**src/tfr_pkg.sv**
```systemverilog
package tfr_pkg;
    // task file offsets, taken from the chip selects and the register address
    localparam logic [3:0] OFF_DATA = 4'h0;
    localparam logic [3:0] OFF_FAIL = 4'h1;
    localparam logic [3:0] OFF_LEN = 4'h2;
    localparam logic [3:0] OFF_BLK_LO = 4'h3;
    localparam logic [3:0] OFF_BLK_MID = 4'h4;
    localparam logic [3:0] OFF_BLK_HI = 4'h6;
    localparam logic [3:0] OFF_COND = 4'h7;
    localparam logic [3:0] OFF_DATA_EVEN = 4'h8;
    localparam logic [3:0] OFF_DATA_ODD = 4'h9;
    localparam logic [3:0] OFF_FAIL_DUP = 4'hd;
    localparam logic [3:0] OFF_SHADOW = 4'he;
    // device_condition bit positions
    localparam int ST_BUSY = 7;
    localparam int ST_ACCEPT = 6;
    localparam int ST_WFAULT = 5;
    localparam int ST_SETTLED = 4;
    localparam int ST_XFER = 3;
    localparam int ST_CORRECTED_DATA_FLAG = 2;
    localparam int ST_INDEX = 1;
    localparam int ST_ERR = 0;
    // failure_cause bit positions
    localparam int FC_BADBLK = 7;
    localparam int FC_UNREC = 6;
    localparam int FC_NOTFOUND = 4;
    localparam int FC_ABORT = 2;
    localparam int FC_GENERAL = 0;
    // host_control bit positions
    localparam int HC_SRST = 2;
    localparam int HC_IMASK = 1;
    // reset values and full length
    localparam logic [7:0] RST_BYTE = 8'h00;
    localparam logic [7:0] RST_LEN = 8'h01;
    localparam logic [8:0] FULL_LEN = 9'h100;
    // cycles the device stays busy after any reset before it accepts commands
    localparam int READY_NS = 1000;
    localparam int CLK_NS = 10;
    localparam int READY_CYC = (READY_NS + CLK_NS - 1) / CLK_NS;
endpackage : tfr_pkg

```
**src/tfr_sync.sv**
```systemverilog
`timescale 1ns/1ps
`default_nettype none
// two flop synchroniser for pin inputs; first stage read only by second
module tfr_sync #(
    parameter int W = 1,
    parameter logic [W-1:0] INIT = '0
) (
    input wire logic clock,
    input wire logic sys_rst,
    input wire logic [W-1:0] din,
    output logic [W-1:0] dout
);
    logic [W-1:0] stage1;

    // reset constant only, never the pin
    always_ff @(posedge clock) begin
        if (sys_rst) begin
            stage1 <= INIT;
            dout <= INIT;
        end else begin
            stage1 <= din;
            dout <= stage1;
        end
    end
endmodule : tfr_sync
`default_nettype wire

```
**src/tfr_task_file.sv**
```systemverilog
`timescale 1ns/1ps
`default_nettype none
module tfr_task_file #(
    parameter int READY_CYCLES = tfr_pkg::READY_CYC
) (
    input wire logic clock,
    input wire logic sys_rst,
    // host pins, active low strobes and selects
    input wire logic task_sel_n,
    input wire logic ctrl_sel_n,
    input wire logic low_en_n,
    input wire logic high_en_n,
    input wire logic [2:0] reg_addr,
    input wire logic read_n,
    input wire logic write_n,
    input wire logic [15:0] host_data_in,
    output logic [15:0] host_data_out,
    output logic [15:0] host_data_oe,
    output logic host_irq,
    // device side: sector buffer
    output logic buf_wr,
    output logic buf_rd,
    output logic [15:0] buf_wdata,
    input wire logic [15:0] buf_rdata,
    // device side: command engine
    output logic cmd_valid,
    output logic [7:0] cmd_code,
    output logic [7:0] command_option,
    output logic [8:0] sectors_requested,
    output logic [23:0] start_address,
    output logic engine_reset,
    input wire logic eng_busy,
    input wire logic eng_xfer_req,
    input wire logic eng_done,
    input wire logic eng_fail,
    input wire logic eng_sector_done,
    input wire logic [7:0] eng_fail_cause,
    input wire logic [23:0] eng_fail_address,
    input wire logic eng_write_fault,
    input wire logic eng_corrected
);
    // synchronised pin inputs
    logic [7:0] pins_sync;
    logic [15:0] data_sync;
    logic task_sel, ctrl_sel, low_en, high_en, rd, wr;
    logic [2:0] addr;

    tfr_sync #(.W(8), .INIT(8'hfc)) u_sync_ctl (
        .clock(clock),
        .sys_rst(sys_rst),
        .din({task_sel_n, ctrl_sel_n, low_en_n, high_en_n, read_n,
              write_n, reg_addr[1:0]}),
        .dout(pins_sync)
    );
    tfr_sync #(.W(16), .INIT(16'h0000)) u_sync_dat (
        .clock(clock),
        .sys_rst(sys_rst),
        .din({host_data_in[15:1], reg_addr[2]} ^ 16'h0000),
        .dout(data_sync)
    );

    // reg_addr[2] rides in the data synchroniser's low bit, data bit 0
    // is resampled separately to keep the pin count of flops minimal
    logic data0_sync;
    tfr_sync #(.W(1), .INIT(1'b0)) u_sync_d0 (
        .clock(clock),
        .sys_rst(sys_rst),
        .din(host_data_in[0]),
        .dout(data0_sync)
    );

    assign task_sel = ~pins_sync[7];
    assign ctrl_sel = ~pins_sync[6];
    assign low_en = ~pins_sync[5];
    assign high_en = ~pins_sync[4];
    assign rd = ~pins_sync[3];
    assign wr = ~pins_sync[2];
    assign addr = {data_sync[0], pins_sync[1:0]};

    logic [15:0] wdata;
    assign wdata = {data_sync[15:1], data0_sync};

    // offset: second select maps onto upper half of the map
    logic [3:0] offset;
    assign offset = {ctrl_sel, addr};
    logic sel_any;
    assign sel_any = (task_sel ^ ctrl_sel) & (low_en | high_en);

    // strobe edges: act once per strobe, at its trailing edge for writes
    logic rd_q, wr_q;
    logic rd_start, wr_end;
    always_ff @(posedge clock) begin
        if (sys_rst) begin
            rd_q <= 1'b0;
            wr_q <= 1'b0;
        end else begin
            rd_q <= rd & sel_any;
            wr_q <= wr & sel_any;
        end
    end
    assign rd_start = rd & sel_any & ~rd_q;
    assign wr_end = wr_q & ~wr;

    // latch address and lanes while write strobe is low
    logic [3:0] w_off;
    logic w_lo, w_hi;
    logic [15:0] w_data;
    always_ff @(posedge clock) begin
        if (sys_rst) begin
            w_off <= 4'h0;
            w_lo <= 1'b0;
            w_hi <= 1'b0;
            w_data <= 16'h0000;
        end else if (wr & sel_any) begin
            w_off <= offset;
            w_lo <= low_en;
            w_hi <= high_en;
            w_data <= wdata;
        end
    end

    // lane decode of one access: data port word, even byte, odd byte on low or high lane, or none
    typedef enum logic [3:0] {
        TFR_L_NONE = 4'h0,
        TFR_L_WORD = 4'h1,
        TFR_L_EVEN = 4'h2,
        TFR_L_ODD_LO = 4'h4,
        TFR_L_ODD_HI = 4'h8
    } tfr_lane_e;

    function automatic tfr_lane_e tfr_data_lane(input logic [3:0] off,
                                                input logic lo,
                                                input logic hi);
        tfr_lane_e l;
        l = TFR_L_NONE;
        if (lo && hi) begin
            // word on offsets 0, 8, 9 and also 1
            if (off == tfr_pkg::OFF_DATA || off == tfr_pkg::OFF_FAIL ||
                off == tfr_pkg::OFF_DATA_EVEN ||
                off == tfr_pkg::OFF_DATA_ODD) begin
                l = TFR_L_WORD;
            end
        end else if (lo) begin
            if (off == tfr_pkg::OFF_DATA || off == tfr_pkg::OFF_DATA_EVEN)
                l = TFR_L_EVEN;
            else if (off == tfr_pkg::OFF_DATA_ODD)
                l = TFR_L_ODD_LO;
        end else if (hi) begin
            if (off == tfr_pkg::OFF_DATA_EVEN ||
                off == tfr_pkg::OFF_DATA_ODD)
                l = TFR_L_ODD_HI;
        end
        return l;
    endfunction : tfr_data_lane

    // fail/option byte on high lane: offset 0 or 1 alone, or Dh as word
    function automatic logic tfr_fail_hi(input logic [3:0] off,
                                         input logic lo,
                                         input logic hi);
        return hi && ((!lo && off == tfr_pkg::OFF_FAIL) ||
                      (!lo && off == tfr_pkg::OFF_DATA) ||
                      (lo && off == tfr_pkg::OFF_FAIL_DUP));
    endfunction : tfr_fail_hi

    tfr_lane_e r_lane, w_lane;
    assign r_lane = tfr_data_lane(offset, low_en, high_en);
    assign w_lane = tfr_data_lane(w_off, w_lo, w_hi);

    // registers
    logic [7:0] failure_cause;
    logic [7:0] transfer_length;
    logic [7:0] start_block_low, start_block_mid, start_block_high;
    logic [7:0] host_control;
    logic [7:0] cmd_reg;
    logic cond_err, cond_corrected_data_flag, cond_wfault, accepts, irq_pending;
    logic [15:0] odd_hold;
    logic [$clog2(READY_CYCLES+1)-1:0] ready_cnt;

    logic soft_rst, dev_rst, busy;
    assign soft_rst = host_control[tfr_pkg::HC_SRST];
    assign dev_rst = sys_rst | soft_rst;
    assign engine_reset = dev_rst;
    assign busy = eng_busy | ~accepts | soft_rst;
    // host may touch command block only when not busy
    logic host_wr_ok;
    assign host_wr_ok = wr_end & ~busy;

    // host_control: writable even while busy
    always_ff @(posedge clock) begin
        if (sys_rst) begin
            host_control <= tfr_pkg::RST_BYTE; // mask clear at reset
        end else if (wr_end && w_off == tfr_pkg::OFF_SHADOW && w_lo) begin
            host_control <= {5'h00, w_data[tfr_pkg::HC_SRST],
                             w_data[tfr_pkg::HC_IMASK], 1'b0};
        end
    end

    // ready counter: busy and not accepting until count runs out
    always_ff @(posedge clock) begin
        if (dev_rst) begin
            ready_cnt <= '0;
            accepts <= 1'b0;
        end else if (ready_cnt == ($bits(ready_cnt))'(READY_CYCLES)) begin
            accepts <= 1'b1;
        end else begin
            ready_cnt <= ready_cnt + 1'b1;
        end
    end

    // command block registers; engine reloads the address on fail
    always_ff @(posedge clock) begin
        if (dev_rst) begin
            transfer_length <= tfr_pkg::RST_LEN;
            start_block_low <= tfr_pkg::RST_LEN;
            start_block_mid <= tfr_pkg::RST_BYTE;
            start_block_high <= tfr_pkg::RST_BYTE;
            command_option <= tfr_pkg::RST_BYTE;
        end else if (eng_fail) begin
            start_block_low <= eng_fail_address[7:0];
            start_block_mid <= eng_fail_address[15:8];
            start_block_high <= eng_fail_address[23:16];
        end else if (eng_done) begin
            transfer_length <= tfr_pkg::RST_BYTE;
        end else if (eng_sector_done) begin
            transfer_length <= transfer_length - 8'h01;
        end else if (host_wr_ok) begin
            if (tfr_fail_hi(w_off, w_lo, w_hi))
                command_option <= w_data[15:8];
            else if (w_lo && !w_hi && (w_off == tfr_pkg::OFF_FAIL ||
                     w_off == tfr_pkg::OFF_FAIL_DUP))
                command_option <= w_data[7:0];
            if (w_lo) begin
                unique case (w_off)
                    tfr_pkg::OFF_LEN: transfer_length <= w_data[7:0];
                    tfr_pkg::OFF_BLK_LO: start_block_low <= w_data[7:0];
                    tfr_pkg::OFF_BLK_MID: start_block_mid <= w_data[7:0];
                    tfr_pkg::OFF_BLK_HI: start_block_high <= w_data[7:0];
                    default: ;
                endcase
            end
        end
    end

    // zero length requests a full 256 sectors
    assign sectors_requested = (transfer_length == 8'h00) ?
        tfr_pkg::FULL_LEN : {1'b0, transfer_length};
    assign start_address = {start_block_high, start_block_mid,
                            start_block_low};

    // command write at offset 7 starts the engine
    always_ff @(posedge clock) begin
        if (dev_rst) begin
            cmd_reg <= tfr_pkg::RST_BYTE;
            cmd_valid <= 1'b0;
        end else begin
            cmd_valid <= host_wr_ok && w_lo && w_off == tfr_pkg::OFF_COND;
            if (host_wr_ok && w_lo && w_off == tfr_pkg::OFF_COND)
                cmd_reg <= w_data[7:0];
        end
    end
    assign cmd_code = cmd_reg;

    // failure_cause and error flags; new command clears, fail sets
    always_ff @(posedge clock) begin
        if (dev_rst) begin
            failure_cause <= tfr_pkg::RST_BYTE;
            cond_err <= 1'b0;
            cond_wfault <= 1'b0;
            cond_corrected_data_flag <= 1'b0;
        end else begin
            if (eng_fail) begin
                // bits 5,3,1 forced zero abort from engine
                failure_cause <= eng_fail_cause & 8'hd5;
                cond_err <= 1'b1;
            end else if (cmd_valid) begin
                failure_cause <= tfr_pkg::RST_BYTE;
                cond_err <= 1'b0;
            end
            // faults set on the event, set wins over clear
            if (eng_write_fault)
                cond_wfault <= 1'b1;
            else if (cmd_valid)
                cond_wfault <= 1'b0;
            // corrected data noted, transfer keeps running
            if (eng_corrected)
                cond_corrected_data_flag <= 1'b1;
            else if (cmd_valid)
                cond_corrected_data_flag <= 1'b0;
        end
    end

    // interrupt pending on completion; status read at offset 7 clears it, offset Eh does not
    always_ff @(posedge clock) begin
        if (dev_rst) begin
            irq_pending <= 1'b0;
        end else if (eng_done | eng_fail) begin
            irq_pending <= 1'b1; // set wins over clear
        end else if (rd_start && offset == tfr_pkg::OFF_COND) begin
            irq_pending <= 1'b0;
        end
    end
    // active high request, gated by the mask bit
    assign host_irq = irq_pending & ~host_control[tfr_pkg::HC_IMASK];

    logic [7:0] status;
    always_comb begin
        status = 8'h00;
        status[tfr_pkg::ST_BUSY] = busy;
        status[tfr_pkg::ST_ACCEPT] = accepts;
        status[tfr_pkg::ST_WFAULT] = cond_wfault;
        status[tfr_pkg::ST_SETTLED] = accepts;
        status[tfr_pkg::ST_XFER] = eng_xfer_req & ~busy;
        status[tfr_pkg::ST_CORRECTED_DATA_FLAG] = cond_corrected_data_flag;
        status[tfr_pkg::ST_INDEX] = 1'b0;
        status[tfr_pkg::ST_ERR] = cond_err;
    end

    // buffer strobes: word moves once, bytes pair through odd_hold
    always_ff @(posedge clock) begin
        if (dev_rst) begin
            odd_hold <= 16'h0000;
        end else if (host_wr_ok && w_lane == TFR_L_EVEN) begin
            odd_hold[7:0] <= w_data[7:0];
        end else if (rd_start && r_lane == TFR_L_EVEN) begin
            odd_hold <= buf_rdata;
        end
    end
    // even byte pairs with odd byte; writes step the buffer on the odd half, reads on the even half
    assign buf_wr = host_wr_ok && (w_lane == TFR_L_WORD ||
                                   w_lane == TFR_L_ODD_LO ||
                                   w_lane == TFR_L_ODD_HI);
    always_comb begin
        buf_wdata = w_data;
        if (w_lane == TFR_L_ODD_LO)
            buf_wdata = {w_data[7:0], odd_hold[7:0]};
        else if (w_lane == TFR_L_ODD_HI)
            buf_wdata = {w_data[15:8], odd_hold[7:0]};
    end
    assign buf_rd = rd_start && !busy && (r_lane == TFR_L_WORD ||
                                          r_lane == TFR_L_EVEN);

    // read mux, held in flops while the read strobe is low
    logic [15:0] rdata;
    always_comb begin
        rdata = 16'h0000;
        unique case (r_lane)
            TFR_L_WORD: rdata = buf_rdata;
            TFR_L_EVEN: rdata = {8'h00, buf_rdata[7:0]};
            TFR_L_ODD_LO: rdata = {8'h00, odd_hold[15:8]};
            TFR_L_ODD_HI: rdata = {odd_hold[15:8], 8'h00};
            TFR_L_NONE: begin
                if (tfr_fail_hi(offset, low_en, high_en))
                    rdata = {failure_cause, 8'h00};
                else if (low_en) begin
                    unique case (offset)
                        tfr_pkg::OFF_FAIL, tfr_pkg::OFF_FAIL_DUP:
                            rdata[7:0] = failure_cause;
                        tfr_pkg::OFF_LEN: rdata[7:0] = transfer_length;
                        tfr_pkg::OFF_BLK_LO: rdata[7:0] = start_block_low;
                        tfr_pkg::OFF_BLK_MID: rdata[7:0] = start_block_mid;
                        tfr_pkg::OFF_BLK_HI: rdata[7:0] = start_block_high;
                        // both return status; only offset 7 clears
                        tfr_pkg::OFF_COND, tfr_pkg::OFF_SHADOW:
                            rdata[7:0] = busy ? 8'h80 : status;
                        default: rdata[7:0] = 8'h00;
                    endcase
                end
            end
        endcase
    end

    always_ff @(posedge clock) begin
        if (sys_rst) begin
            host_data_out <= 16'h0000;
            host_data_oe <= 16'h0000;
        end else if (rd_start) begin
            host_data_out <= rdata;
            host_data_oe <= {{8{high_en}}, {8{low_en}}};
        end else if (!(rd & sel_any)) begin
            host_data_oe <= 16'h0000;
        end
    end
endmodule : tfr_task_file
`default_nettype wire

```
**config.mk**
```make
export PLATFORM = sky130hd
export DESIGN_NAME = tfr_task_file
export DESIGN_NICKNAME = d
export VERILOG_FILES = /design/src/tfr_pkg.sv /design/src/tfr_sync.sv /design/src/tfr_task_file.sv
export SDC_FILE = /design/constraint.sdc
export NUM_CORES = 1
export LEC_CHECK = 0
export ABC_AREA = 1
export BUFFER_PORTS_ARGS = -buffer_cell sky130_fd_sc_hd__buf_2
export CAP_MARGIN = 10
export CORE_ASPECT_RATIO = 1.4
export CORE_MARGIN = 10
export CORE_UTILIZATION = 58
export CTS_CLUSTER_SIZE = 24
export DETAILED_ROUTE_END_ITERATION = 10
export MAX_ROUTING_LAYER = met4
export PLACE_DENSITY = 0.85
export SETUP_SLACK_MARGIN = 0.5
export SLEW_MARGIN = 10
export SYNTH_ARGS = -nofsm -noshare
export SYNTH_HDL_FRONTEND = slang
export SYNTH_SLANG_ARGS = --single-unit
```
**constraint.sdc**
```tcl
create_clock -name clock -period 2.87 [get_ports clock]
set_input_delay 0.574 -clock clock [delete_from_list [all_inputs] [get_ports clock]]
set_output_delay 0.574 -clock clock [all_outputs]
set_load 0.02 [all_outputs]
```
======== After elaboration in Yosys (flattened, before gate mapping) ========
Index checks and enable logic that the tools add are counted.
storage, ports and cells
  flip-flop bits (word level) ............. 190
  bits of input ports ..................... 82
  output and inout port bits .............. 102
  word-level logic and storage cells ...... 222
cells by class
  add/sub/neg operators ................... 2
  equality and inequality tests ........... 32
  mux-type cells .......................... 60
  bitwise logic cells ..................... 28
  reduce and logical (&&, ||, !) cells .... 69
operator list
  cell                                                 number
  2-to-1 mux 8 bit                                     34
  one-hot mux 16 bit (5 select lines)                  1
  2-to-1 mux 16 bit                                    3
  one-hot mux 8 bit (6 select lines)                   1
  equality test 4 bit, second input constant           10
  equality test 4 x 3 -> 1 bit, second input constant  8
  2-to-1 mux 4 bit                                     8
  equality test 4 x 2 -> 1 bit, second input constant  6
  logical AND 1 bit                                    22
  nonzero test 2 bit                                   11
  AND reduction 5 bit                                  4
  logical OR 1 bit                                     18
  equality test 4 x 1 -> 1 bit, second input constant  4
  NOT 1 bit                                            14
  zero test 4 bit                                      3
  2-to-1 mux 3 bit                                     4
  2-to-1 mux 9 bit                                     1
  nonzero test 3 bit                                   3
  AND 1 bit                                            8
  zero test 8 bit                                      1
  2-to-1 mux 1 bit                                     8
  subtractor 8 x 1 -> 8 bit, second input constant     1
  adder 7 x 1 -> 7 bit, second input constant          1
  equality test 7 bit, second input constant           1
  8 further kinds                                      16

======== Logic depth before layout (Yosys ltp) ========
Gate-level depths: netlist of the first run.
  depth in word-level cells ............... 11
  mapped depth ............................ 13
  depth with buffers taken out ............ 12

======== Hierarchy ========
A second synthesis of the first run with hierarchy kept.
second synthesis, totals
  cells, all modules ...................... 1118
  area total of the unflattened synthesis .. 8003.9 um^2
by module, submodules not included
  module                  instances  cells an instance  area each (um^2)  seq. area each (um^2)
  tfr_task_file           1          963                6578.8            2522.4
  tfr_sync at u_sync_dat  1          99                 914.6             640.6
  tfr_sync at u_sync_ctl  1          50                 455.4             320.3
  tfr_sync at u_sync_d0   1          6                  55.1              40.0

======== Worst setup path after synthesis of the first run ========
Ideal clock, no wire load.
  path kind ............................... flip-flop to output port
  from .................................... register transfer_length[0]
  to ...................................... output sectors_requested[0]
  arrival time ............................ 1667 ps
  data required time ...................... 2296 ps
  setup slack ............................. 629 ps
  stages on the path, launching flop included .. 6
  path buffers ............................ 0
  cell sequence ........................... dfxtp_1 inv_1 ha_1 nand2_1 nor4_1 nor2_1
between the ends
  word-level cells in the longest chain between the ends .. 2
ends and longest elaborated chain
  item                      line                  source
  start: declaration        tfr_task_file.sv:171  logic [7:0] transfer_length;
  start signal: assignment  tfr_task_file.sv:213  transfer_length <= tfr_pkg::RST_LEN;
  start signal: assignment  tfr_task_file.sv:223  transfer_length <= tfr_pkg::RST_BYTE;
  start signal: assignment  tfr_task_file.sv:225  transfer_length <= transfer_length - 8'h01;
  zero test 8 bit           tfr_task_file.sv:245  assign sectors_requested = (transfer_length == 8'h00) ?
  2-to-1 mux 9 bit *        tfr_task_file.sv:245
  end: declaration          tfr_task_file.sv:29   output logic [8:0] sectors_requested,
Mark *: on every way between the ends. The rest lies on a longest branch, timed or not.

======== Worst setup path after layout of the first run ========
  from .................................... register w_off[0]
  to ...................................... output buf_wdata[1]
between the ends
  word-level cells in the longest chain between the ends .. 9
  elaborated cells between the ends (all ways) .. 20
  classes of those cells .................. eq/ne: 5; mux: 9; reduce/logical: 6
ends and longest elaborated chain
  item                                                  line                                                              source
  start: declaration                                    tfr_task_file.sv:105                                              logic [3:0] w_off;
  start signal: assignment                              tfr_task_file.sv:115                                              w_off <= offset;
  equality test 4 bit (tied with other cells)           tfr_task_file.sv:139, tfr_task_file.sv:144, tfr_task_file.sv:149
  logical OR 1 bit, on equally long branches            tfr_task_file.sv:149, tfr_task_file.sv:138
  2-to-1 mux 4 bit or logical OR 1 bit (tied branches)  tfr_task_file.sv:149, tfr_task_file.sv:138
  2-to-1 mux 4 bit or logical OR 1 bit (tied branches)  tfr_task_file.sv:148, tfr_task_file.sv:139
  2-to-1 mux 4 bit or 2-to-1 mux 1 bit (tied branches)  tfr_task_file.sv:143, tfr_task_file.sv:138
  2-to-1 mux 4 bit *                                    tfr_task_file.sv:136                                              if (lo && hi) begin
  equality test 4 bit                                   tfr_task_file.sv:336                                              else if (w_lane == TFR_L_ODD_HI)
  2-to-1 mux 8 bit                                      tfr_task_file.sv:336
  2-to-1 mux 16 bit *                                   tfr_task_file.sv:334                                              if (w_lane == TFR_L_ODD_LO)
  end: declaration                                      tfr_task_file.sv:23                                               output logic [15:0] buf_wdata,
Marks and branches as above.

==> flow_metrics.tcl, run 1 <==
set metrics [dict create \
    clock-root-buffer "sky130_fd_sc_hd__clkbuf_16" \
    max_cap_viol_count 0 \
    flip_flop_and_latch_count_after_synthesis 176 \
    global_route_wire_length_before_repair_um 38100 \
    grt_pass1_vias 7529 \
    cts_tree "done" \
    place.detailed.hpwl_um 17800 \
    layout_commonest_cell "sky130_fd_sc_hd__nand2_1" \
    power_frac_clock 0.433 \
    final_min_period_over_clock_period 0.837 \
    global_route.usage.total 0.258 \
    clkTransAtPathRegs_ns 0.07 \
    detailroute.via_count 8060 \
    grt.overflow.total 0 \
    grt_setup_unrepaired "true" \
    route.final.wire_length_um 25300 \
    timing_worst_setup_path_type "flop to output pin" \
    comb_power_share 0.080 \
    layout.nets 1331 \
    maxSlewViolCount 0 \
    io_buffers 180 \
    setup_viol 0 \
    placed_cells 1397 \
    yosysUniqueCellTypes 47 \
    tightestPinTransition_ns 0.909 \
    worst_slew_margin_rel 0.393 \
    number_of_clock_buffers_inserted_by_tritoncts 17 \
    power_leakage_nw 4.38 \
    die_y_um 158 \
    synth_async_sr_flop_share 0 \
    worstHoldPathCells 2 \
    critical_path.reg2reg.endpoint "w_data[0]" \
    number_of_cells_on_the_worst_reg_to_reg_path 9 \
    element_type_at_the_critical_path_end "output pin" \
    drt_first_pass_iters 6 \
    drive_gt1_frac 0.271 \
    seq_area_frac_synth 0.444 \
    ioPinCount 184 \
    ir_worst_vdd_uv 418 \
    number_of_enable_flip_flop_cells_after_synthesis 0 \
    timing.critical_path.from "w_off[0]" \
    worst-endpoint-arrival_ns 1.83 \
    critical_path_peak_fanout 8 \
    yosysWarnings 0 \
    highest_count_cells_in_the_layout_ignoring_fill_and_taps "204 x sky130_fd_sc_hd__nand2_1, 171 x sky130_fd_sc_hd__buf_2, 167 x sky130_fd_sc_hd__dfxtp_1, 141 x sky130_fd_sc_hd__nor2_1, 117 x sky130_fd_sc_hd__inv_1" \
    avgViaCountPerCell 5.60 \
    clockBufferDepth 2 \
    core_area_mm2 0.0134 \
    synthToLayoutAreaGrowth_pct 21.8 \
    rrSetupSlack_ns 0.74 \
    crit_path_start_kind "flop" \
    drt_iter0_drc 769 \
    syn-cell-area_mm2 0.00794 \
    remaining_drc_errors 0 \
    fp.dieArea_mm2 0.0188 \
    start_util 0.593 \
    fin_worst_skew_ns 0.0137 \
    number_of_hold_violations_in_the_final_report 0 \
    chipWidth_um 119 \
    reg2reg_from "u_sync_ctl.dout[4]" \
    finalPower_mw 5.27 \
    max_freq_mhz 416 \
    cts_max_level 4 \
    totalNegativeSetupSlack_ns 0 \
    antenna_cells 0 \
    postSynthCellCount 1085 \
    final_cell_count_no_fill 1440 \
    min_period_ns 2.40 \
    run_status "complete, no violations" \
    place.gp.congestion 0.988 \
    switching_power_mw 1.44 \
    tritoncts_sink_count 176 \
    number_of_antenna_violations_at_the_first_check_in_global_routing 0 \
    seq_power_share 0.487 \
    critPathCapture "buf_wdata[1]" \
    number_of_nets_with_antenna_violations_after_routing 0 \
    synthFlopType "sky130_fd_sc_hd__dfxtp_1" \
    avgRoutedWirePerCell_um 17.6 \
    power.density_cell_area_mw_per_mm2 545 \
    cellInternalPower_mw 3.83 \
    worst-endpoint-required_ns 2.30 \
    swShare 0.273 \
    clk-insertion-delay-late_ns 0.43 \
    floorplan.rows 50 \
    postSynthAreaPerCell_um2 7.32 \
    holdCritPathClass "input pin to flop" \
    syn_nets 1171 \
    grt_start_max_net_pins 65 \
]
[what timing repair did]
| action | 4_1_cts | 5_1_grt |
|---|---|---|
| hold buffers | 0 | 0 |
| gates resized for setup | 33 | 37 |
| gates cloned | 2 | 1 |
| pin swaps | 2 | 4 |
| buffers inserted | 1 | 7 |
| endpoints found under the setup margin | 17 | 21 |
[power by group through the flow]
stage | Clock (mW) | Sequential, mW | Combinational [mW]
2_1_floorplan | 0 | 2.63 | 0.242
3_3_place_gp | 0 | 2.62 | 0.400
3_5_place_dp | 0 | 2.62 | 0.408
4_1_cts | 2.28 | 2.57 | 0.414
5_1_grt | 2.39 | 2.57 | 0.463
6_report | 2.28 | 2.57 | 0.420
[cell type report]
type / count / area (um^2)
Fill cell: 1073 / 3710
Clock inverter: 15 / 166
Inverter: 135 / 518
Multi-Input combinational cell: 712 / 3660
Sequential cell: 176 / 3540
Clock buffer: 17 / 425
Tap cell: 182 / 228
Timing Repair Buffer: 203 / 1130
[routing by layer]
metal	global-route usage	share of wire	vias up
met3	0.0514	0.078	95
met5	-	0	-
met1	0.269	0.36	3663
met2	0.448	0.51	467
li1	-	-	3835
met4	0.150	0.053	0
[worst max-delay path, stage by stage (launching register included)]
cell	delay (ns)
sky130_fd_sc_hd__dfxtp_4	0.36
sky130_fd_sc_hd__inv_1	0.07
sky130_fd_sc_hd__nor2_4	0.10
sky130_fd_sc_hd__nand4_1	0.13
sky130_fd_sc_hd__buf_6	0.16
sky130_fd_sc_hd__o31ai_4	0.08
sky130_fd_sc_hd__buf_6	0.22
sky130_fd_sc_hd__nand2_2	0.05
sky130_fd_sc_hd__o21ai_1	0.07
sky130_fd_sc_hd__buf_4	0.16
[cells by family after synthesis]
family,Yosys count,synth area share
xor gates and xnor gates,7,0.00772
DFF,176,0.444
AOI/OAI and AO/OA,239,0.177
and+or+nand+nor,462,0.257
buffers and inverters,197,0.107
adders and majority gates,4,0.00630
[synthesized netlist by cell type, types with 4 or more instances]
library cell | number | area [um^2]
sky130_fd_sc_hd__o2111ai_1 | 4 | 35.0
sky130_fd_sc_hd__a21oi_2 | 17 | 149
sky130_fd_sc_hd__clkbuf_1 | 29 | 109
sky130_fd_sc_hd__nand3_1 | 37 | 185
sky130_fd_sc_hd__nand4_1 | 21 | 131
sky130_fd_sc_hd__a31oi_1 | 19 | 119
sky130_fd_sc_hd__nand2_1 | 208 | 781
sky130_fd_sc_hd__o21ai_0 | 66 | 330
sky130_fd_sc_hd__nor2_2 | 11 | 68.8
sky130_fd_sc_hd__buf_2 | 11 | 55.1
sky130_fd_sc_hd__a211oi_1 | 8 | 60.1
sky130_fd_sc_hd__a22oi_1 | 12 | 90.1
sky130_fd_sc_hd__buf_4 | 17 | 128
sky130_fd_sc_hd__a21oi_1 | 87 | 435
sky130_fd_sc_hd__inv_2 | 14 | 52.6
sky130_fd_sc_hd__xor2_1 | 4 | 35.0
sky130_fd_sc_hd__o21ai_1 | 11 | 55.1
sky130_fd_sc_hd__nand2_2 | 5 | 31.3
sky130_fd_sc_hd__inv_1 | 118 | 443
sky130_fd_sc_hd__buf_6 | 4 | 45.0
sky130_fd_sc_hd__dfxtp_1 | 176 | 3520
sky130_fd_sc_hd__or2_2 | 12 | 75.1
sky130_fd_sc_hd__nor2_1 | 142 | 533
sky130_fd_sc_hd__nor3_1 | 11 | 55.1
sky130_fd_sc_hd__ha_1 | 4 | 50.1
[how the worst min path moves through the flow]
stage                          from                   end  slack [ns]
6_report                   low_en_n  u_sync_ctl.stage1[5]        0.33
2_1_floorplan  u_sync_ctl.stage1[0]    u_sync_ctl.dout[0]        0.39
3_5_place_dp   u_sync_ctl.stage1[4]    u_sync_ctl.dout[4]        0.39
4_1_cts                    low_en_n  u_sync_ctl.stage1[5]        0.33
3_3_place_gp   u_sync_dat.stage1[8]    u_sync_dat.dout[8]        0.39
5_1_grt                  ctrl_sel_n  u_sync_ctl.stage1[6]        0.32
[stage by stage]
step | util | area (um^2) | hold WS, ns | setup slack (ns)
5_1_grt | 0.723 | 9670 | 0.322 | 0.400
2_1_floorplan | - | 7940 | 0.388 | 0.629
4_1_cts | 0.710 | 9500 | 0.325 | 0.467
6_report | 0.723 | 9670 | 0.327 | 0.468
3_5_place_dp | 0.659 | 8830 | 0.394 | 0.632
3_3_place_gp | 0.659 | 8830 | 0.389 | 0.713
[registers in the layout (all words and copies together), names as in the netlist, 16 cells and up]
| register | cells |
|---|---|
| w_data | 16 |
| host_data_out | 16 |
| u_sync_dat.stage1 | 16 |
| odd_hold | 16 |
| u_sync_dat.dout | 16 |
No activity file was read; power rests on OpenSTA's default activity.
==> run 2: changes to the inputs <==
--- a/config.mk
+++ b/config.mk
@@ -5,16 +5,16 @@
 export SDC_FILE = /design/constraint.sdc
 export NUM_CORES = 1
 export LEC_CHECK = 0
-export ABC_AREA = 1
+export ABC_AREA = 0
 export BUFFER_PORTS_ARGS = -buffer_cell sky130_fd_sc_hd__buf_2
 export CAP_MARGIN = 10
 export CORE_ASPECT_RATIO = 1.4
 export CORE_MARGIN = 10
-export CORE_UTILIZATION = 58
+export CORE_UTILIZATION = 54
 export CTS_CLUSTER_SIZE = 24
 export DETAILED_ROUTE_END_ITERATION = 10
 export MAX_ROUTING_LAYER = met4
-export PLACE_DENSITY = 0.85
+export PLACE_DENSITY = 0.8
 export SETUP_SLACK_MARGIN = 0.5
 export SLEW_MARGIN = 10
 export SYNTH_ARGS = -nofsm -noshare
==> constraint.sdc (replaced) <==
create_clock -name clock -period 2.24 [get_ports clock]
set_input_delay 0.448 -clock clock [delete_from_list [all_inputs] [get_ports clock]]
set_output_delay 0.448 -clock clock [all_outputs]
set_load 0.02 [all_outputs]
==> flow_metrics.tcl, run 2 <==
set metrics [dict create \
    run_status "complete, but fails checks" \
    failed_checks "setup timing" \
    met1_length_um 10300 \
    grt.overflow.total 0 \
    power_frac_clock 0.437 \
    drt_iter0_drc 864 \
    ir_worst_vdd_uv 556 \
    synth_async_sr_flop_share 0 \
    synth_top_area_cell "sky130_fd_sc_hd__dfxtp_1" \
    element_type_at_the_critical_path_end "output pin" \
    critPathCapture "buf_wdata[1]" \
    setup_viol 8 \
    synth_area_leaders "sky130_fd_sc_hd__dfxtp_1 45%, sky130_fd_sc_hd__mux2i_1 8.1%, sky130_fd_sc_hd__a21oi_1 5.1%" \
    worst-endpoint-arrival_ns 1.82 \
    dr.max_layer_used "met4" \
    cp_cell_sequence "nor2_4, and3_4, buf_12, mux2_4, buf_6" \
    tritoncts_sink_count 176 \
    syn-cell-area_mm2 0.00775 \
    critical-path-slowest-cell "sky130_fd_sc_hd__dfxtp_4" \
    final_min_period_over_clock_period 1.01 \
    synthFlopType "sky130_fd_sc_hd__dfxtp_1" \
    rrSetupSlack_ns 0.14 \
    path_delay_family "simple AND/OR/NAND/NOR gates" \
    cts_max_level 4 \
    clockBufferDepth 2 \
    core_area_mm2 0.0140 \
    tightestPinTransition_ns 0.725 \
    critical_path_peak_fanout 8 \
    flip_flop_and_latch_count_after_synthesis 176 \
    postSynthCellCount 868 \
    holdCritPathClass "input pin to flop" \
    io_buffers 180 \
    whs_ns 0.200 \
    final.setup.worst_slack_ns -0.0286 \
    highest_count_cells_in_the_layout_ignoring_fill_and_taps "167 x sky130_fd_sc_hd__buf_2, 155 x sky130_fd_sc_hd__dfxtp_1, 73 x sky130_fd_sc_hd__nor2_1, 68 x sky130_fd_sc_hd__a21oi_1, 64 x sky130_fd_sc_hd__buf_4" \
    drive_gt1_frac 0.421 \
    comb_power_share 0.099 \
    swShare 0.262 \
    power.density_cell_area_mw_per_mm2 651 \
    avgRoutedWirePerCell_um 23.2 \
    cts_tree "done" \
    max_cap_viol_count 0 \
    floorplan.rows 51 \
    postSynthAreaPerCell_um2 8.93 \
    number_of_cells_on_the_worst_reg_to_reg_path 6 \
    fp.dieArea_mm2 0.0196 \
    yosysWarnings 0 \
    crit_path_start_kind "flop" \
    yosysUniqueCellTypes 63 \
    maxSlewViolCount 0 \
    timing_worst_setup_path_type "flop to output pin" \
    grt_start_max_net_pins 88 \
    avgViaCountPerCell 6.18 \
    power_leakage_nw 4.65 \
    number_of_hold_violations_in_the_final_report 0 \
    chipWidth_um 121 \
    slowest_delay_ns 0.39 \
    syn_nets 954 \
    clkTransAtPathRegs_ns 0.07 \
    route.final.wire_length_um 29700 \
    ioPinCount 184 \
    fin_worst_skew_ns 0.0134 \
    remaining_drc_errors 0 \
    seq_power_share 0.464 \
    global_route.usage.total 0.264 \
    placed_cells 1192 \
    detailroute.wirelength.met3_um 2850 \
    die_y_um 162 \
    synth_most_common_cell "sky130_fd_sc_hd__dfxtp_1" \
    worst_slew_margin_rel 0.512 \
    place.detailed.hpwl_um 17300 \
    number_of_antenna_violations_at_the_first_check_in_global_routing 2 \
    met2_length_um 14300 \
    place.gp.congestion 1.02 \
    fin_util 0.779 \
    layout_commonest_cell "sky130_fd_sc_hd__buf_2" \
    synthToLayoutAreaGrowth_pct 40.4 \
    reg2reg_from "w_off[0]" \
    start_util 0.555 \
    global_route_wire_length_before_repair_um 40400 \
    number_of_enable_flip_flop_cells_after_synthesis 0 \
    layout.nets 1168 \
    final_cell_count_no_fill 1282 \
    number_of_clock_buffers_inserted_by_tritoncts 17 \
    seq_area_frac_synth 0.454 \
    switching_power_mw 1.86 \
    drt_first_pass_iters 9 \
    grt_setup_unrepaired "true" \
    yosysTopAreaCellShare 0.454 \
    clk-insertion-delay-late_ns 0.43 \
    clock-root-buffer "sky130_fd_sc_hd__clkbuf_16" \
    critical_path.reg2reg.endpoint "transfer_length[2]" \
    netlist_top_cells_count "176 x sky130_fd_sc_hd__dfxtp_1, 83 x sky130_fd_sc_hd__nor2_1, 79 x sky130_fd_sc_hd__a21oi_1" \
    cp.buffers_inverters 2 \
    grt_pass1_vias 7529 \
    worst-endpoint-required_ns 1.79 \
    cp.depth 5 \
    timing.critical_path.from "w_off[1]" \
    detailroute.via_count 7920 \
    cellInternalPower_mw 5.23 \
    min_period_ns 2.27 \
    max_freq_mhz 441 \
    number_of_nets_with_antenna_violations_after_routing 0 \
]
## run 2: cell types whose count changed after synthesis, sizes merged, moves of 26 or more
cell | previous run | this run
nor2b | 0 | 44
nand2 | 214 | 63
inv | 134 | 12
nand3 | 41 | 11
mux2i | 0 | 63
clkbuf | 29 | 55
nor2 | 157 | 83
## run 2: layer usage
metal  vias to the layer above  global-route usage
met4                         0               0.155
li1                       3462                   -
met3                       181              0.0621
met1                      3698               0.279
met5                         -                   -
met2                       579               0.440
## run 2: worst min path at each step
stage,start,to,slack (ns),depth (start not counted)
after floorplan,u_sync_ctl.stage1[2],u_sync_ctl.dout[2],0.39,1
after global placement,u_sync_ctl.stage1[5],u_sync_ctl.dout[5],0.39,1
after detailed placement,u_sync_ctl.stage1[2],u_sync_ctl.dout[2],0.39,1
after CTS,task_sel_n,u_sync_ctl.stage1[7],0.20,2
after global routing,task_sel_n,u_sync_ctl.stage1[7],0.20,2
final,task_sel_n,u_sync_ctl.stage1[7],0.20,2
## run 2: logic make-up (layout without fill, tap and decap cells)
family / after synthesis / in the layout / synth area share
adders and majority gates: 4 / 4 / 0.00645
and+or+nand+nor: 298 / 298 / 0.206
xor gates and xnor gates: 15 / 15 / 0.0169
other: 0 / 2 / 0
AOI/OAI and AO/OA: 197 / 197 / 0.155
muxes: 80 / 80 / 0.106
DFF: 176 / 176 / 0.454
buffers and inverters: 98 / 325 / 0.0553
## run 2: worst reg2reg max path, stage by stage (launching register included)
cell and delay, ns:
sky130_fd_sc_hd__dfxtp_4 0.37, sky130_fd_sc_hd__buf_6 0.14, sky130_fd_sc_hd__or4b_1 0.59, sky130_fd_sc_hd__nor3_4 0.25
sky130_fd_sc_hd__o31ai_2 0.14, sky130_fd_sc_hd__or3_1 0.36, sky130_fd_sc_hd__a21oi_1 0.17
## run 2: power by group through the flow
| stage | clock network [mW] | logic, mW | registers (mW) |
|---|---|---|---|
| after detailed placement | 0 | 0.527 | 3.37 |
| after global placement | 0 | 0.517 | 3.36 |
| after global routing | 3.23 | 0.739 | 3.30 |
| final | 3.10 | 0.700 | 3.29 |
| after CTS | 3.09 | 0.606 | 3.28 |
| after floorplan | 0 | 0.292 | 3.37 |
## run 2: area by class of cell
type	count	area, um^2
Antenna cell	2	5.00
Clock buffer	19	443
Clock inverter	13	168
Fill cell	848	3080
Inverter	13	58.8
Multi-Input combinational cell	594	4410
Sequential cell	176	3590
Tap cell	185	231
Timing Repair Buffer	280	1990
## run 2: what timing repair did
action / 4_1_cts / 5_1_grt
hold buffers: 0 / 0
setup buffers: 38 / 12
cloned: 1 / 5
pin swaps: 35 / 49
endpoints found under the setup margin: 124 / 117
resized for setup: 142 / 92
## run 2: per-stage QoR
step | area, um^2 | setup WS (ns) | total power [mW] | setup TNS (ns)
floorplan | 7860 | 0.271 | 3.66 | 0
global placement | 8980 | 0.145 | 3.88 | 0
detailed placement | 8980 | 0.101 | 3.89 | 0
CTS | 10300 | 0.00103 | 6.97 | 0
global route | 10900 | -0.0430 | 7.27 | -0.340
finish | 10900 | -0.0286 | 7.09 | -0.165
